[config.mk]
export PLATFORM = sky130hd
export DESIGN_NAME = ssk_unit
export DESIGN_NICKNAME = d
export VERILOG_FILES = /design/src/hw/ssk_pkg.sv /design/src/hw/ssk_len_sum.sv /design/src/hw/ssk_unit.sv
export SDC_FILE = /design/constraint.sdc
export NUM_CORES = 1
export LEC_CHECK = 0
export BUFFER_PORTS_ARGS = -buffer_cell sky130_fd_sc_hd__buf_4
export CAP_MARGIN = 20
export CELL_PAD_IN_SITES_DETAIL_PLACEMENT = 0
export CELL_PAD_IN_SITES_GLOBAL_PLACEMENT = 1
export CORE_MARGIN = 4
export CORE_UTILIZATION = 34
export CTS_CLUSTER_SIZE = 40
export DETAILED_ROUTE_END_ITERATION = 8
export PLACE_DENSITY_LB_ADDON = 0.1
export SYNTH_ARGS = -nofsm -noshare
export SYNTH_HDL_FRONTEND = slang
export SYNTH_HIERARCHICAL = 1
export SYNTH_SLANG_ARGS = --single-unit
[constraint.sdc]
create_clock -name core_clk_i -period 4.7 [get_ports core_clk_i]
set_input_delay 0.47 -clock core_clk_i [delete_from_list [all_inputs] [get_ports core_clk_i]]
set_output_delay 0.47 -clock core_clk_i [all_outputs]
set_load 0.005 [all_outputs]
[src/hw/ssk_pkg.sv]
// Shared constants and types for the sign and skip instruction unit
package ssk_pkg;
    localparam int ACC_W = 24;
    localparam int PC_W  = 16;
    localparam int LEN_W = 3;
    localparam int OP_W  = 3;
    localparam int CNT_W = 2;
    localparam int BIT_W = 5;
    localparam int REM_W = 2;
    localparam int NUM_LEN = 3;

    // Instruction codes presented by the decoder
    localparam logic [OP_W-1:0] OP_SIGN          = 3'h0;
    localparam logic [OP_W-1:0] OP_SKIP          = 3'h1;
    localparam logic [OP_W-1:0] OP_BIT_LOW       = 3'h2;
    localparam logic [OP_W-1:0] OP_BIT_HIGH      = 3'h3;
    localparam logic [OP_W-1:0] OP_CARRY_LOW     = 3'h4;
    localparam logic [OP_W-1:0] OP_CARRY_HIGH    = 3'h5;
    localparam logic [OP_W-1:0] OP_RESULT_ZERO   = 3'h6;
    localparam logic [OP_W-1:0] OP_RESULT_NONZERO = 3'h7;

    localparam logic [ACC_W-1:0] ACC_PLUS_ONE  = 24'h000001;
    localparam logic [ACC_W-1:0] ACC_MINUS_ONE = 24'hffffff;
    localparam logic [ACC_W-1:0] ACC_ZERO      = 24'h000000;
    localparam int               SIGN_BIT      = 23;
    localparam logic [BIT_W-1:0] TOP_BIT_SEL   = 5'h17;

    // Cycle counts
    localparam logic [REM_W:0] SIGN_CYCLES      = 3'h2;
    localparam logic [REM_W:0] SKIP_BASE_CYCLES = 3'h1;
    localparam logic [REM_W-1:0] REM_ZERO       = 2'h0;
    localparam logic [REM_W-1:0] REM_ONE        = 2'h1;

    typedef enum logic [1:0] {
        SSK_IDLE = 2'b01,
        SSK_RUN  = 2'b10
    } ssk_state_e;
endpackage

[src/hw/ssk_len_sum.sv]
// Sums the byte lengths of the first one to three following instructions
`timescale 1ns/1ps
`default_nettype none
module ssk_len_sum (
    input  wire logic [ssk_pkg::LEN_W-1:0] len0_i,
    input  wire logic [ssk_pkg::LEN_W-1:0] len1_i,
    input  wire logic [ssk_pkg::LEN_W-1:0] len2_i,
    input  wire logic [ssk_pkg::CNT_W-1:0] count_i,
    output logic      [ssk_pkg::PC_W-1:0]  sum_o
);
    logic [ssk_pkg::LEN_W-1:0] len_vec [ssk_pkg::NUM_LEN];
    logic [ssk_pkg::LEN_W-1:0] masked  [ssk_pkg::NUM_LEN];

    assign len_vec[0] = len0_i;
    assign len_vec[1] = len1_i;
    assign len_vec[2] = len2_i;

    // Only the first count entries contribute
    for (genvar i = 0; i < ssk_pkg::NUM_LEN; i++) begin : g_mask
        assign masked[i] = (count_i > ssk_pkg::CNT_W'(i)) ? len_vec[i] : '0;
    end

    assign sum_o = ssk_pkg::PC_W'(masked[0]) + ssk_pkg::PC_W'(masked[1]) + ssk_pkg::PC_W'(masked[2]);
endmodule
`default_nettype wire

[src/hw/ssk_unit.sv]
// Execution unit for the sign instruction and the skip instruction family
// Overview of operation
// - Sign on a zero or positive accumulator writes back the 24-bit value one.
// - Sign on a negative accumulator writes back all ones, which is minus one.
// - Sign reads x, y, z or r as two's complement and writes the result back to it, along with the sign and zero flags.
// - An operand of exactly zero counts as positive, so it yields plus one.
// - A taken skip adds the summed byte lengths of the next one, two or three instructions to the counter.
// - The unconditional skip advances the counter with no test whenever the count is nonzero.
// - Every skip takes one cycle, plus one per skipped instruction when taken.
// - The bit-low skip tests bit 0 to 23 of an accumulator and skips when it reads zero.
// - The bit-high skip tests the chosen bit and skips when it reads one.
// - The carry-low skip skips only when carry is 0.
// - The carry-high skip skips only when carry is 1.
// - The result-zero skip skips when the non-zero flag is 0.
// - The result-nonzero skip skips when the non-zero flag is 1.
`timescale 1ns/1ps
`default_nettype none
module ssk_unit (
    input  wire logic                       core_clk_i,
    input  wire logic                       rst_n_i,
    input  wire logic                       start_i,
    input  wire logic [ssk_pkg::OP_W-1:0]   op_i,
    input  wire logic [1:0]                 acc_sel_i,
    input  wire logic [ssk_pkg::BIT_W-1:0]  bit_sel_i,
    input  wire logic [ssk_pkg::CNT_W-1:0]  count_i,
    input  wire logic [ssk_pkg::ACC_W-1:0]  acc_x_i,
    input  wire logic [ssk_pkg::ACC_W-1:0]  acc_y_i,
    input  wire logic [ssk_pkg::ACC_W-1:0]  acc_z_i,
    input  wire logic [ssk_pkg::ACC_W-1:0]  acc_r_i,
    input  wire logic                       carry_i,
    input  wire logic                       nonzero_i,
    input  wire logic [ssk_pkg::PC_W-1:0]   pc_i,
    input  wire logic [ssk_pkg::LEN_W-1:0]  len0_i,
    input  wire logic [ssk_pkg::LEN_W-1:0]  len1_i,
    input  wire logic [ssk_pkg::LEN_W-1:0]  len2_i,
    output logic                            busy_o,
    output logic                            done_o,
    output logic                            taken_o,
    output logic                            pc_load_o,
    output logic      [ssk_pkg::PC_W-1:0]   program_counter_o,
    output logic                            acc_wr_o,
    output logic      [1:0]                 acc_wr_sel_o,
    output logic      [ssk_pkg::ACC_W-1:0]  acc_wr_data_o,
    output logic                            flag_wr_o,
    output logic                            sign_flag_o,
    output logic                            zero_flag_o
);
    ssk_pkg::ssk_state_e         state_q, state_d;
    logic [ssk_pkg::REM_W-1:0]   rem_q, rem_d;
    logic [ssk_pkg::OP_W-1:0]    op_q;
    logic                        busy_q, done_q, taken_q, pc_load_q, acc_wr_q, flag_wr_q;
    logic                        sign_flag_q, zero_flag_q;
    logic [1:0]                  sel_q;
    logic [ssk_pkg::PC_W-1:0]    pc_q;
    logic [ssk_pkg::ACC_W-1:0]   data_q;

    logic [ssk_pkg::ACC_W-1:0]   acc_vec [4];
    logic [ssk_pkg::ACC_W-1:0]   acc_val;
    logic [ssk_pkg::ACC_W-1:0]   sign_res;
    logic [ssk_pkg::PC_W-1:0]    skip_bytes;
    logic [ssk_pkg::REM_W:0]     total_cyc;
    logic                        running, accept, finish, is_sign, bit_val;
    logic                        hit_uncond, hit_bit_low, hit_bit_high, hit_carry_low;
    logic                        hit_carry_high, hit_res_zero, hit_res_nonzero, skip_hit;

    assign acc_vec[0] = acc_x_i;
    assign acc_vec[1] = acc_y_i;
    assign acc_vec[2] = acc_z_i;
    assign acc_vec[3] = acc_r_i;
    assign acc_val  = acc_vec[acc_sel_i];
    assign running  = (state_q == ssk_pkg::SSK_RUN);
    // Requests while busy are ignored, never queued
    assign accept   = start_i && (state_q == ssk_pkg::SSK_IDLE);
    assign finish   = running && (rem_q == ssk_pkg::REM_ZERO);
    assign is_sign  = (op_i == ssk_pkg::OP_SIGN);

    // sign result, zero taken as positive
    assign sign_res = acc_val[ssk_pkg::SIGN_BIT] ? ssk_pkg::ACC_MINUS_ONE : ssk_pkg::ACC_PLUS_ONE;

    // bit range guard, positions above 23 read as zero
    assign bit_val  = (bit_sel_i <= ssk_pkg::TOP_BIT_SEL) ? acc_val[bit_sel_i] : 1'b0;

    assign hit_uncond      = (op_i == ssk_pkg::OP_SKIP);
    assign hit_bit_low     = (op_i == ssk_pkg::OP_BIT_LOW) && !bit_val;
    assign hit_bit_high    = (op_i == ssk_pkg::OP_BIT_HIGH) && bit_val;
    assign hit_carry_low   = (op_i == ssk_pkg::OP_CARRY_LOW) && !carry_i;
    assign hit_carry_high  = (op_i == ssk_pkg::OP_CARRY_HIGH) && carry_i;
    assign hit_res_zero    = (op_i == ssk_pkg::OP_RESULT_ZERO) && !nonzero_i;
    assign hit_res_nonzero = (op_i == ssk_pkg::OP_RESULT_NONZERO) && nonzero_i;

    assign skip_hit = (hit_uncond || hit_bit_low || hit_bit_high || hit_carry_low
                    || hit_carry_high || hit_res_zero || hit_res_nonzero) && (count_i != '0);

    // byte lengths of the skipped instructions
    ssk_len_sum u_len_sum (
        .len0_i  (len0_i),
        .len1_i  (len1_i),
        .len2_i  (len2_i),
        .count_i (count_i),
        .sum_o   (skip_bytes)
    );

    // one base cycle plus one per skipped instruction
    assign total_cyc = is_sign ? ssk_pkg::SIGN_CYCLES
                     : ssk_pkg::SKIP_BASE_CYCLES + (skip_hit ? (ssk_pkg::REM_W+1)'(count_i) : '0);

    assign state_d = accept ? ssk_pkg::SSK_RUN : (finish ? ssk_pkg::SSK_IDLE : state_q);
    assign rem_d   = accept ? ssk_pkg::REM_W'(total_cyc - ssk_pkg::SKIP_BASE_CYCLES)
                   : (running ? rem_q - ssk_pkg::REM_ONE : rem_q);

    always_ff @(posedge core_clk_i or negedge rst_n_i) begin
        if (!rst_n_i) begin
            state_q <= ssk_pkg::SSK_IDLE;
            rem_q   <= ssk_pkg::REM_ZERO;
            busy_q  <= 1'b0;
            done_q  <= 1'b0;
        end else begin
            state_q <= state_d;
            rem_q   <= rem_d;
            busy_q  <= (state_d == ssk_pkg::SSK_RUN);
            done_q  <= finish;
        end
    end

    // Results are captured at acceptance and drive the outputs from then on; the load and write strobes pulse with done
    always_ff @(posedge core_clk_i or negedge rst_n_i) begin
        if (!rst_n_i) begin
            op_q        <= ssk_pkg::OP_SKIP;
            taken_q     <= 1'b0;
            sel_q       <= 2'h0;
            pc_q        <= '0;
            data_q      <= ssk_pkg::ACC_ZERO;
            sign_flag_q <= 1'b0;
            zero_flag_q <= 1'b0;
        end else if (accept) begin
            op_q        <= op_i;
            taken_q     <= skip_hit && !is_sign;
            sel_q       <= acc_sel_i;
            pc_q        <= pc_i + skip_bytes;
            data_q      <= sign_res;
            sign_flag_q <= sign_res[ssk_pkg::SIGN_BIT];
            zero_flag_q <= (sign_res == ssk_pkg::ACC_ZERO);
        end
    end

    always_ff @(posedge core_clk_i or negedge rst_n_i) begin
        if (!rst_n_i) begin
            pc_load_q <= 1'b0;
            acc_wr_q  <= 1'b0;
            flag_wr_q <= 1'b0;
        end else begin
            pc_load_q <= finish && taken_q;
            acc_wr_q  <= finish && (op_q == ssk_pkg::OP_SIGN);
            flag_wr_q <= finish && (op_q == ssk_pkg::OP_SIGN);
        end
    end

    assign busy_o            = busy_q;
    assign done_o            = done_q;
    assign taken_o           = taken_q;
    assign pc_load_o         = pc_load_q;
    assign program_counter_o = pc_q;
    assign acc_wr_o          = acc_wr_q;
    assign acc_wr_sel_o      = sel_q;
    assign acc_wr_data_o     = data_q;
    assign flag_wr_o         = flag_wr_q;
    assign sign_flag_o       = sign_flag_q;
    assign zero_flag_o       = zero_flag_q;
endmodule
`default_nettype wire

==> flow_summary.toml, run 1 <==
[critical_path]
cp.arrival_ns = 4.23
worstPathRequired_ns = 4.85
critical-path-max-stage-delay_ns = 0.64
cp_max_fo = 11
worstSetupPathType = "in -> reg"
worst-r2r-cell-count = 6
worstReg2RegEnd = "rem_q[0]"
ff2ff_setup_slack_ns = 3.00
crit_buf_inv = 3
start_kind = "primary input"
path_delay_family = "compound AO/OA/AOI/OAI gates"
crit_slowest_cell = "a2111oi_0"
path_cells = "buf_4, o21ai_1, fa_1, inv_1, ha_1, inv_1, fa_1, xor2_1, ha_1, nand3_1, o211ai_1, a211oi_1, nor3_1, a2111oi_0, a22oi_1, xnor2_1, o21ai_0"
endpoint_kind = "register"
worstReg2RegStart = "state_q[0]"

[cts]
cts_tree = "yes"
root_buffer = "clkbuf_8"
cts.reportedPaths.clkPinSlew_ns = 0.07
clk_latency_ns = 0.28
clock_sinks = 32
cts_setup_buffers = 0
cts_buffer_depth = 2
h-tree-depth = 2
post_cts_resized = 0
cts_buffers = 5
cts_hold_buf = 0

[global_route]
grt_pass1_wl_um = 15800
grt_pass1_vias = 3250
gr-total-overflow = 0
antenna_found_initial = 0
grt_max_degree = 45
grt_util_all_layers_pct = 17.4

[sta]
rsz0062_at_grt = "false"
min_period_over_period_pct = 86.7
setup_violations = 0
hold_viol_final = 0
finalWorstSetupSlack_ns = 0.623
drv_slew = 0
clock.fmax_mhz = 245
fin_crit_ns = 4.08
finalSetupTns_ns = 0
worst_slew_pin_slew_ns = 0.696
relSlewSlack_pct = 52.4
finClkSkew_ns = 0.00772

[yosys]
yosys-top-cells-area = "dfrtp_1 23%, mux4_2 10%, buf_4 8.3%, ha_1 6.5%, mux2_2 5.2%"
yosysUniqueCellTypes = 53
seq_area_frac_synth_pct = 24.6
syn_avg_cell_area_sq_um = 9.37
synth.largest_area_cell = "dfrtp_1"
synth.top_cell.area_share_pct = 23.0
yosysWarnings = 6
syn_area_sq_mm = 0.00326
synthArstFlopShare_pct = 100
synthCells = 348
ys.flop_type = "dfrtp_1"
ys_ff_latch = 32
synth_edf_count = 0

[drt]
antenna_left = 0
drc = 0
vias_per_cell = 4.74
dr.first_iter.drc_count = 62
wl_per_cell_um = 15.2
wirelength_um = 9600
drt-pass1-iter-count = 4
num_vias = 2995

[floorplan]
die_h_um = 106
die_w_um = 106
num_rows = 35
die-area_sq_mm = 0.0112
ios = 188
core_sq_mm = 0.00928
start_util_pct = 35.1

[layout]
nNetsFinal = 662
instances_no_fill = 632
num-fill-cells = 924
diodes = 0
final_util_pct = 49.7
layout-drive-gt1-share_pct = 45.3
area_delta_synth_final_pct = 41.4

[outcome]
status = "completed"

[hold_path]
hp-class = "in -> async"

[power]
leakage_nw = 2.23
power_mw = 1.53
powerDensity_mw_per_mm2 = 332
vdd_drop_max_mv = 0.156

[place]
placedCellCount = 624
port_buffers = 186
pre_cts_slack_ns = 0.302
gp_congestion = 0.797
dpl.hpwl_um = 8160

[flow_run]
cap_violations = 0
-- state kept, by name, summed over array words and instances, names as in the netlist --
| name | flops |
|---|---|
| acc_wr_data_o | 2 |
| acc_wr_sel_o | 2 |
| done_o | 1 |
| program_counter_o | 16 |
| pc_load_o | 1 |
| op_q | 3 |
| rem_q | 2 |
| acc_wr_o | 1 |
| busy_o | 1 |
| state_q | 2 |
| taken_o | 1 |
-- worst max path at each step --
stage	startpoint	end	depth (start not counted)
finish	count_i[1]	program_counter_o[15]	17
global route	count_i[1]	program_counter_o[15]	17
CTS	count_i[1]	program_counter_o[15]	17
detailed placement	count_i[1]	program_counter_o[15]	17
global placement	count_i[1]	program_counter_o[15]	17
floorplan	count_i[1]	program_counter_o[15]	17
-- layout make-up --
class | instances | area, sq um | area share (%)
clock buffers | 8 | 90.1 | 1.95
inverters | 14 | 52.6 | 1.14
multi-input cells | 262 | 2100 | 45.6
flip-flops and latches | 32 | 803 | 17.4
well taps | 129 | 161 | 3.50
repair buffers | 187 | 1400 | 30.4
-- metrics by stage --
stage / cell area (sq um) / hold WS (ns)
after floorplan: 3300 / 0.174
after global placement: 4520 / 0.422
after detailed placement: 4520 / 0.436
after CTS: 4610 / 0.135
after global routing: 4610 / 0.156
final: 4610 / 0.128
-- logic make-up after synthesis --
| group | Yosys count | synth area share [%] |
|---|---|---|
| AO/OA/AOI/OAI | 71 | 14.5 |
| XOR/XNOR | 16 | 4.30 |
| buffers and inverters | 64 | 12.1 |
| adder cells (fa/ha/maj) | 22 | 9.59 |
| AND/OR/NAND/NOR | 104 | 16.0 |
| other | 2 | 0.230 |
| flip-flops | 32 | 24.6 |
| multiplexers | 37 | 18.7 |
-- synthesized netlist by cell type (5+ instances only) --
master,instances
xor2_1,10
a21oi_1,10
o21ai_0,21
xnor2_1,6
or3_1,5
nand2_1,31
clkbuf_1,9
inv_1,14
mux2_2,15
fa_1,5
nor2_1,18
mux4_2,15
nand3_1,8
a211oi_1,7
mux2i_1,5
and3_1,5
nand2b_1,7
nor2b_1,9
ha_1,17
dfrtp_1,30
buf_4,36
nor3_1,8
-- power by group --
group	leakage, nW	switching, mW	internal (mW)	total (mW)
sequential	0.391	0.102	0.404	0.506
clock	0.0455	0.0967	0.119	0.216
combinational	1.80	0.320	0.492	0.812
-- per-layer routing --
layer / GRT usage, % / routed length (um)
met5: 0 / 0
met4: 4.07 / 111
met3: 5.34 / 786
met2: 32.0 / 5030
met1: 19.8 / 3670
-- cells in the final DEF, fill, tap and decap left out, drive strengths merged, types with 12 or more instances in the layout --
cell,Yosys,routed
buf,41,187
nand2,31,31
dfrtp,30,30
o21ai,23,23
nor2,18,18
ha,17,17
mux4,17,17
mux2,15,15
inv,14,14
conb,2,12
-- worst reg2reg max path, cell delays in order, from the launching register on --
cell and delay [ns]:
dfstp_2 0.59, nand3b_1 0.08, buf_4 0.27, nor2_1 0.24
o311ai_0 0.15, nor2_1 0.17, o31ai_2 0.08
(Power assumes the default switching activity.)
==> inputs of run 2 (changes only) <==
CORE_UTILIZATION = 35   (was 34)
CTS_BUF_LIST = sky130_fd_sc_hd__clkbuf_8   (was not set)
PLACE_DENSITY = 0.86   (was not set)
PLACE_DENSITY_LB_ADDON = not set   (was 0.1)
==> run 2 against run 1 <==
  * Register-to-register slack got worse by 0.33 ns
  * Cell count decreased by 3.3%
  * Clock skew decreased by 0.0021 ns
  * Sequential share of layout area increased by 0.090 points
  * Global-route usage increased by 0.12 points
  * Critical path depth unchanged
  * Total power increased by 0.84%
  * Non-clock buffer count unchanged
  * Critical path type unchanged
  * Largest power group unchanged
==> flow_summary.toml, run 2 (synthesis results as in run 1) <==
[cts]
clk_latency_ns = 0.29
cts_tree = "yes"
cts.reportedPaths.clkPinSlew_ns = 0.08
cts_setup_buffers = 0
clock_sinks = 32
cts_hold_buf = 0
root_buffer = "clkbuf_8"
cts_buffer_depth = 2
cts_buffers = 5
h-tree-depth = 2
post_cts_resized = 0

[critical_path]
start_kind = "primary input"
cp_max_fo = 11
critical-path-max-stage-delay_ns = 0.68
ff2ff_setup_slack_ns = 2.67
worstPathRequired_ns = 4.87
endpoint_kind = "register"
path_cells = "buf_4, o21ai_1, fa_1, inv_1, ha_1, inv_1, fa_1, xor2_1, ha_1, nand3_1, o211ai_1, a211oi_1, nor3_1, a2111oi_0, a22oi_1, xnor2_1, o21ai_0"
cp.arrival_ns = 4.27
crit_slowest_cell = "a2111oi_0"
worstSetupPathType = "in -> reg"
worst-r2r-cell-count = 5

[floorplan]
die_w_um = 105
start_util_pct = 36.7
die-area_sq_mm = 0.0109
ios = 188
die_h_um = 105
num_rows = 34
core_sq_mm = 0.00889

[drt]
vias_per_cell = 5.08
antenna_left = 0
drt-pass1-iter-count = 4
num_vias = 3102
wirelength_um = 9800
drc = 0
wl_per_cell_um = 16.0
dr.first_iter.drc_count = 113

[power]
powerDensity_mw_per_mm2 = 337
vdd_drop_max_mv = 0.143
leakage_nw = 2.23

[hold_path]
hp-class = "in -> async"

[place]
port_buffers = 186
dpl.hpwl_um = 8390
gp_congestion = 0.831

[sta]
fin_crit_ns = 4.11
drv_slew = 0
finClkSkew_ns = 0.00566
rsz0062_at_grt = "false"
finalSetupTns_ns = 0
hold_viol_final = 0
worst_slew_pin_slew_ns = 0.744
setup_violations = 0
min_period_over_period_pct = 87.4
clock.fmax_mhz = 244
relSlewSlack_pct = 49.1
hold_ws_ns = 0.101

[flow_run]
cap_violations = 0

[layout]
nNetsFinal = 662
final_util_pct = 51.6
layout_common_cells = "187 x buf_4, 31 x nand2_1, 30 x dfrtp_1"
largest_register_ffs = 16
diodes = 0
final_common_cell = "buf_4"
layout-drive-gt1-share_pct = 45.7
area_delta_synth_final_pct = 40.7

[global_route]
grt_pass1_vias = 3294
gr-total-overflow = 0
grt_max_degree = 42
grt_util_all_layers_pct = 17.6
grt_pass1_wl_um = 15700
antenna_found_initial = 0

[outcome]
status = "completed"
==> run 2: cell type report <==
| class | instances | area, sq um |
|---|---|---|
| timing repair buffer | 187 | 1400 |
| multi-input combinational | 262 | 2100 |
| clock buffer | 5 | 68.8 |
| inverter | 14 | 52.6 |
| fill | 836 | 4300 |
| sequential | 32 | 803 |
| clock inverter | 3 | 23.8 |
| tap | 108 | 135 |
==> run 2: routing by layer <==
layer	track usage [%]	share of wire (%)
met3	3.82	5.7
met5	0	0
met4	5.70	2.3
met1	20.6	40
met2	31.9	52
==> run 2: worst paths after layout <==
| kind | startpoint | endpoint |
|---|---|---|
| setup / recovery | count_i[1] | program_counter_o[15] |
| hold / removal | rst_n_i | acc_wr_o |
| setup reg to reg | state_q[0] | rem_q[0] |
| hold reg to reg | op_q[2] | acc_wr_o |
| max in group asynchronous | rst_n_i | op_q[0] |
| min in group core_clk_i | op_q[2] | acc_wr_o |
==> run 2: where the power goes <==
part,internal (mW),switching [mW]
Clock,0.105,0.114
Sequential,0.403,0.103
Combinational,0.493,0.328
==> run 2: through the flow <==
stage	area, sq um	power [mW]	setup WS [ns]	cells
2_1_floorplan	3300	1.01	0.766	358
3_3_place_gp	4500	1.32	0.437	603
3_5_place_dp	4500	1.34	0.338	603
4_1_cts	4590	1.57	0.634	611
5_1_grt	4590	1.67	0.338	611
6_report	4590	1.55	0.594	611
==> run 2: critical path, delay by kind of cell <==
family | cells | cell delay, ns
xor+xnor | 2 | 0.33
fa+ha+maj | 4 | 1.31
compound gates | 6 | 1.68
simple gates | 2 | 0.21
buf+inv | 3 | 0.27
==> inputs of run 3 (changes only) <==
--- a/config.mk
+++ b/config.mk
@@ -12,3 +12,3 @@
 export CORE_MARGIN = 4
-export CORE_UTILIZATION = 35
+export CORE_UTILIZATION = 29
 export CTS_BUF_LIST = sky130_fd_sc_hd__clkbuf_8
@@ -16,3 +16,4 @@
 export DETAILED_ROUTE_END_ITERATION = 8
-export PLACE_DENSITY = 0.86
+export PLACE_DENSITY = 0.75
+export SLEW_MARGIN = 25
 export SYNTH_ARGS = -nofsm -noshare
==> constraint.sdc (replaced) <==
create_clock -name core_clk_i -period 3.3 [get_ports core_clk_i]
set_input_delay 0.99 -clock core_clk_i [delete_from_list [all_inputs] [get_ports core_clk_i]]
set_output_delay 0.99 -clock core_clk_i [all_outputs]
set_load 0.005 [all_outputs]
==> run 3 against run 2 <==
  * The run now ends with setup timing left
  * Sequential share of layout area fell by 2.0 points
  * Worst hold slack improved by 0.34 ns
  * Sequential power rose by 44%
  * Critical endpoint is now program_counter_o[14]
  * Largest power group unchanged
  * Highest routed layer unchanged
==> flow_summary.toml, run 3 (synthesis results as in run 1) <==
[floorplan]
die-area_sq_mm = 0.0130
die_w_um = 114
num_rows = 38
start_util_pct = 29.8
die_h_um = 114
core_sq_mm = 0.0109
ios = 188

[outcome]
status = "finished with violations"
violations = "setup timing"

[drt]
route.met2.wl_um = 5360
vias_per_cell = 4.85
wl_met1_um = 4310
dr_wl_met3_um = 592
top_layer = "met4"
wirelength_um = 10600
num_vias = 3276
drc = 0
drt-pass1-iter-count = 4
dr.first_iter.drc_count = 80
antenna_left = 0
wl_per_cell_um = 15.7

[sta]
relSlewSlack_pct = 54.9
finalSetupTns_ns = -5.08
worst_slew_pin_slew_ns = 0.677
finalWorstSetupSlack_ns = -0.646
drv_slew = 0
rsz0062_at_grt = "true"
hold_viol_final = 0
hold_ws_ns = 0.440
min_period_over_period_pct = 120
clock.fmax_mhz = 253
fin_crit_ns = 3.95
setup_violations = 12
finClkSkew_ns = 0.00337

[critical_path]
cp_max_fo = 6
worstPathRequired_ns = 3.45
cp-startpoint = "count_i[0]"
endpoint_kind = "register"
cp.arrival_ns = 4.10
start_kind = "primary input"
worstSetupPathType = "in -> reg"
worstReg2RegStart = "state_q[0]"

[cts]
clock_sinks = 32
cts_hold_buf = 0
clk_latency_ns = 0.28
h-tree-depth = 2
cts_buffers = 5
root_buffer = "clkbuf_8"
cts_tree = "yes"
cts_buffer_depth = 2
cts.reportedPaths.clkPinSlew_ns = 0.07

[power]
leakage_nw = 2.47
p_comb_share_pct = 53.3
p_int_mw = 1.64
powerDensity_mw_per_mm2 = 473
p_switching_mw = 0.802
power_mw = 2.44
pwr-share-clk_pct = 16.8
p_sw_share_pct = 32.9
vdd_drop_max_mv = 0.248
seq_power_share_pct = 29.9

[layout]
final_common_cell = "buf_4"
area_delta_synth_final_pct = 58.4
largest_register_ffs = 16
diodes = 0
nNetsFinal = 695
final_util_pct = 47.3
layout-drive-gt1-share_pct = 54.1
layout_common_cells = "213 x buf_4, 30 x nand2_1, 30 x dfrtp_1"

[place]
dpl.hpwl_um = 8980
pre_cts_slack_ns = -1.06
gp_congestion = 0.869
port_buffers = 186

[global_route]
grt_max_degree = 33
antenna_found_initial = 0
grt_pass1_vias = 3472
grt_pass1_wl_um = 16700
gr-total-overflow = 0
grt_util_all_layers_pct = 15.9

[hold_path]
hp-class = "reg -> reg"
min_from = "op_q[1]"

[flow_run]
cap_violations = 0
## run 3: cell types whose count changed in the layout (fill, tap and decap cells not counted), moves of 3 or more
cell | previous run | this run
o21ai_0 | 21 | 17
buf_6 | 0 | 3
inv_1 | 14 | 11
inv_2 | 0 | 3
a21oi_1 | 10 | 7
buf_4 | 187 | 213
buf_12 | 0 | 3
## run 3: cell type report
class / instances / area (sq um)
Fill cell: 1097 / 5770
Multi-Input combinational cell: 262 / 2290
Timing Repair Buffer: 220 / 1720
Sequential cell: 32 / 803
Tap cell: 140 / 175
Clock buffer: 7 / 96.3
Inverter: 14 / 52.6
Clock inverter: 1 / 30.0
## run 3: per-stage QoR
stage	std cells	cell area [sq um]
2_1_floorplan	358	3370
3_3_place_gp	657	4780
3_5_place_dp	657	4780
4_1_cts	673	5060
5_1_grt	676	5170
6_report	676	5170
## run 3: worst paths after layout
kind / endpoint / slack (ns) / cells past startpoint
hold / removal: acc_wr_o / 0.44 / 1
max in group asynchronous: state_q[0] / 2.33 / 1
setup / recovery: program_counter_o[14] / -0.65 / 17
hold reg to reg: acc_wr_o / 0.44 / 1
min in group asynchronous: done_o / 0.64 / 1
setup reg to reg: rem_q[0] / 1.47 / 5
## run 3: metal layers
layer	global-route usage, %	up-vias
li1	-	1608
met1	19.2	1537
met2	28.1	109
met3	2.85	22
met4	5.78	0
met5	0	-
## run 3: critical path, cell delays in order
cell       delay, ns
buf_12          0.11
o21ai_4         0.13
fa_1            0.43
inv_2           0.09
ha_4            0.14
inv_2           0.04
fa_2            0.53
inv_2           0.04
ha_4            0.21
nor2b_4         0.12
o21ai_2         0.11
nand2b_1        0.09
a311o_1         0.34
a31oi_4         0.28
a2111oi_4       0.11
nor3_1          0.24
o31ai_2         0.10
## run 3: power by group through the flow
| stage | sequential (mW) | clock (mW) | combinational (mW) |
|---|---|---|---|
| after floorplan | 0.703 | 0 | 0.751 |
| after global placement | 0.728 | 0 | 1.22 |
| after detailed placement | 0.743 | 0 | 1.24 |
| after CTS | 0.735 | 0.426 | 1.29 |
| after global routing | 0.762 | 0.444 | 1.44 |
| final | 0.729 | 0.411 | 1.30 |
## run 3: what timing repair did
| item | in CTS | in global routing |
|---|---|---|
| gates cloned | 1 | 0 |
| buffers inserted | 7 | 6 |
| resized for setup | 18 | 17 |
| endpoints found under the hold margin | 0 | 0 |
| pin swaps | 11 | 15 |
| endpoints found under the setup margin | 12 | 12 |
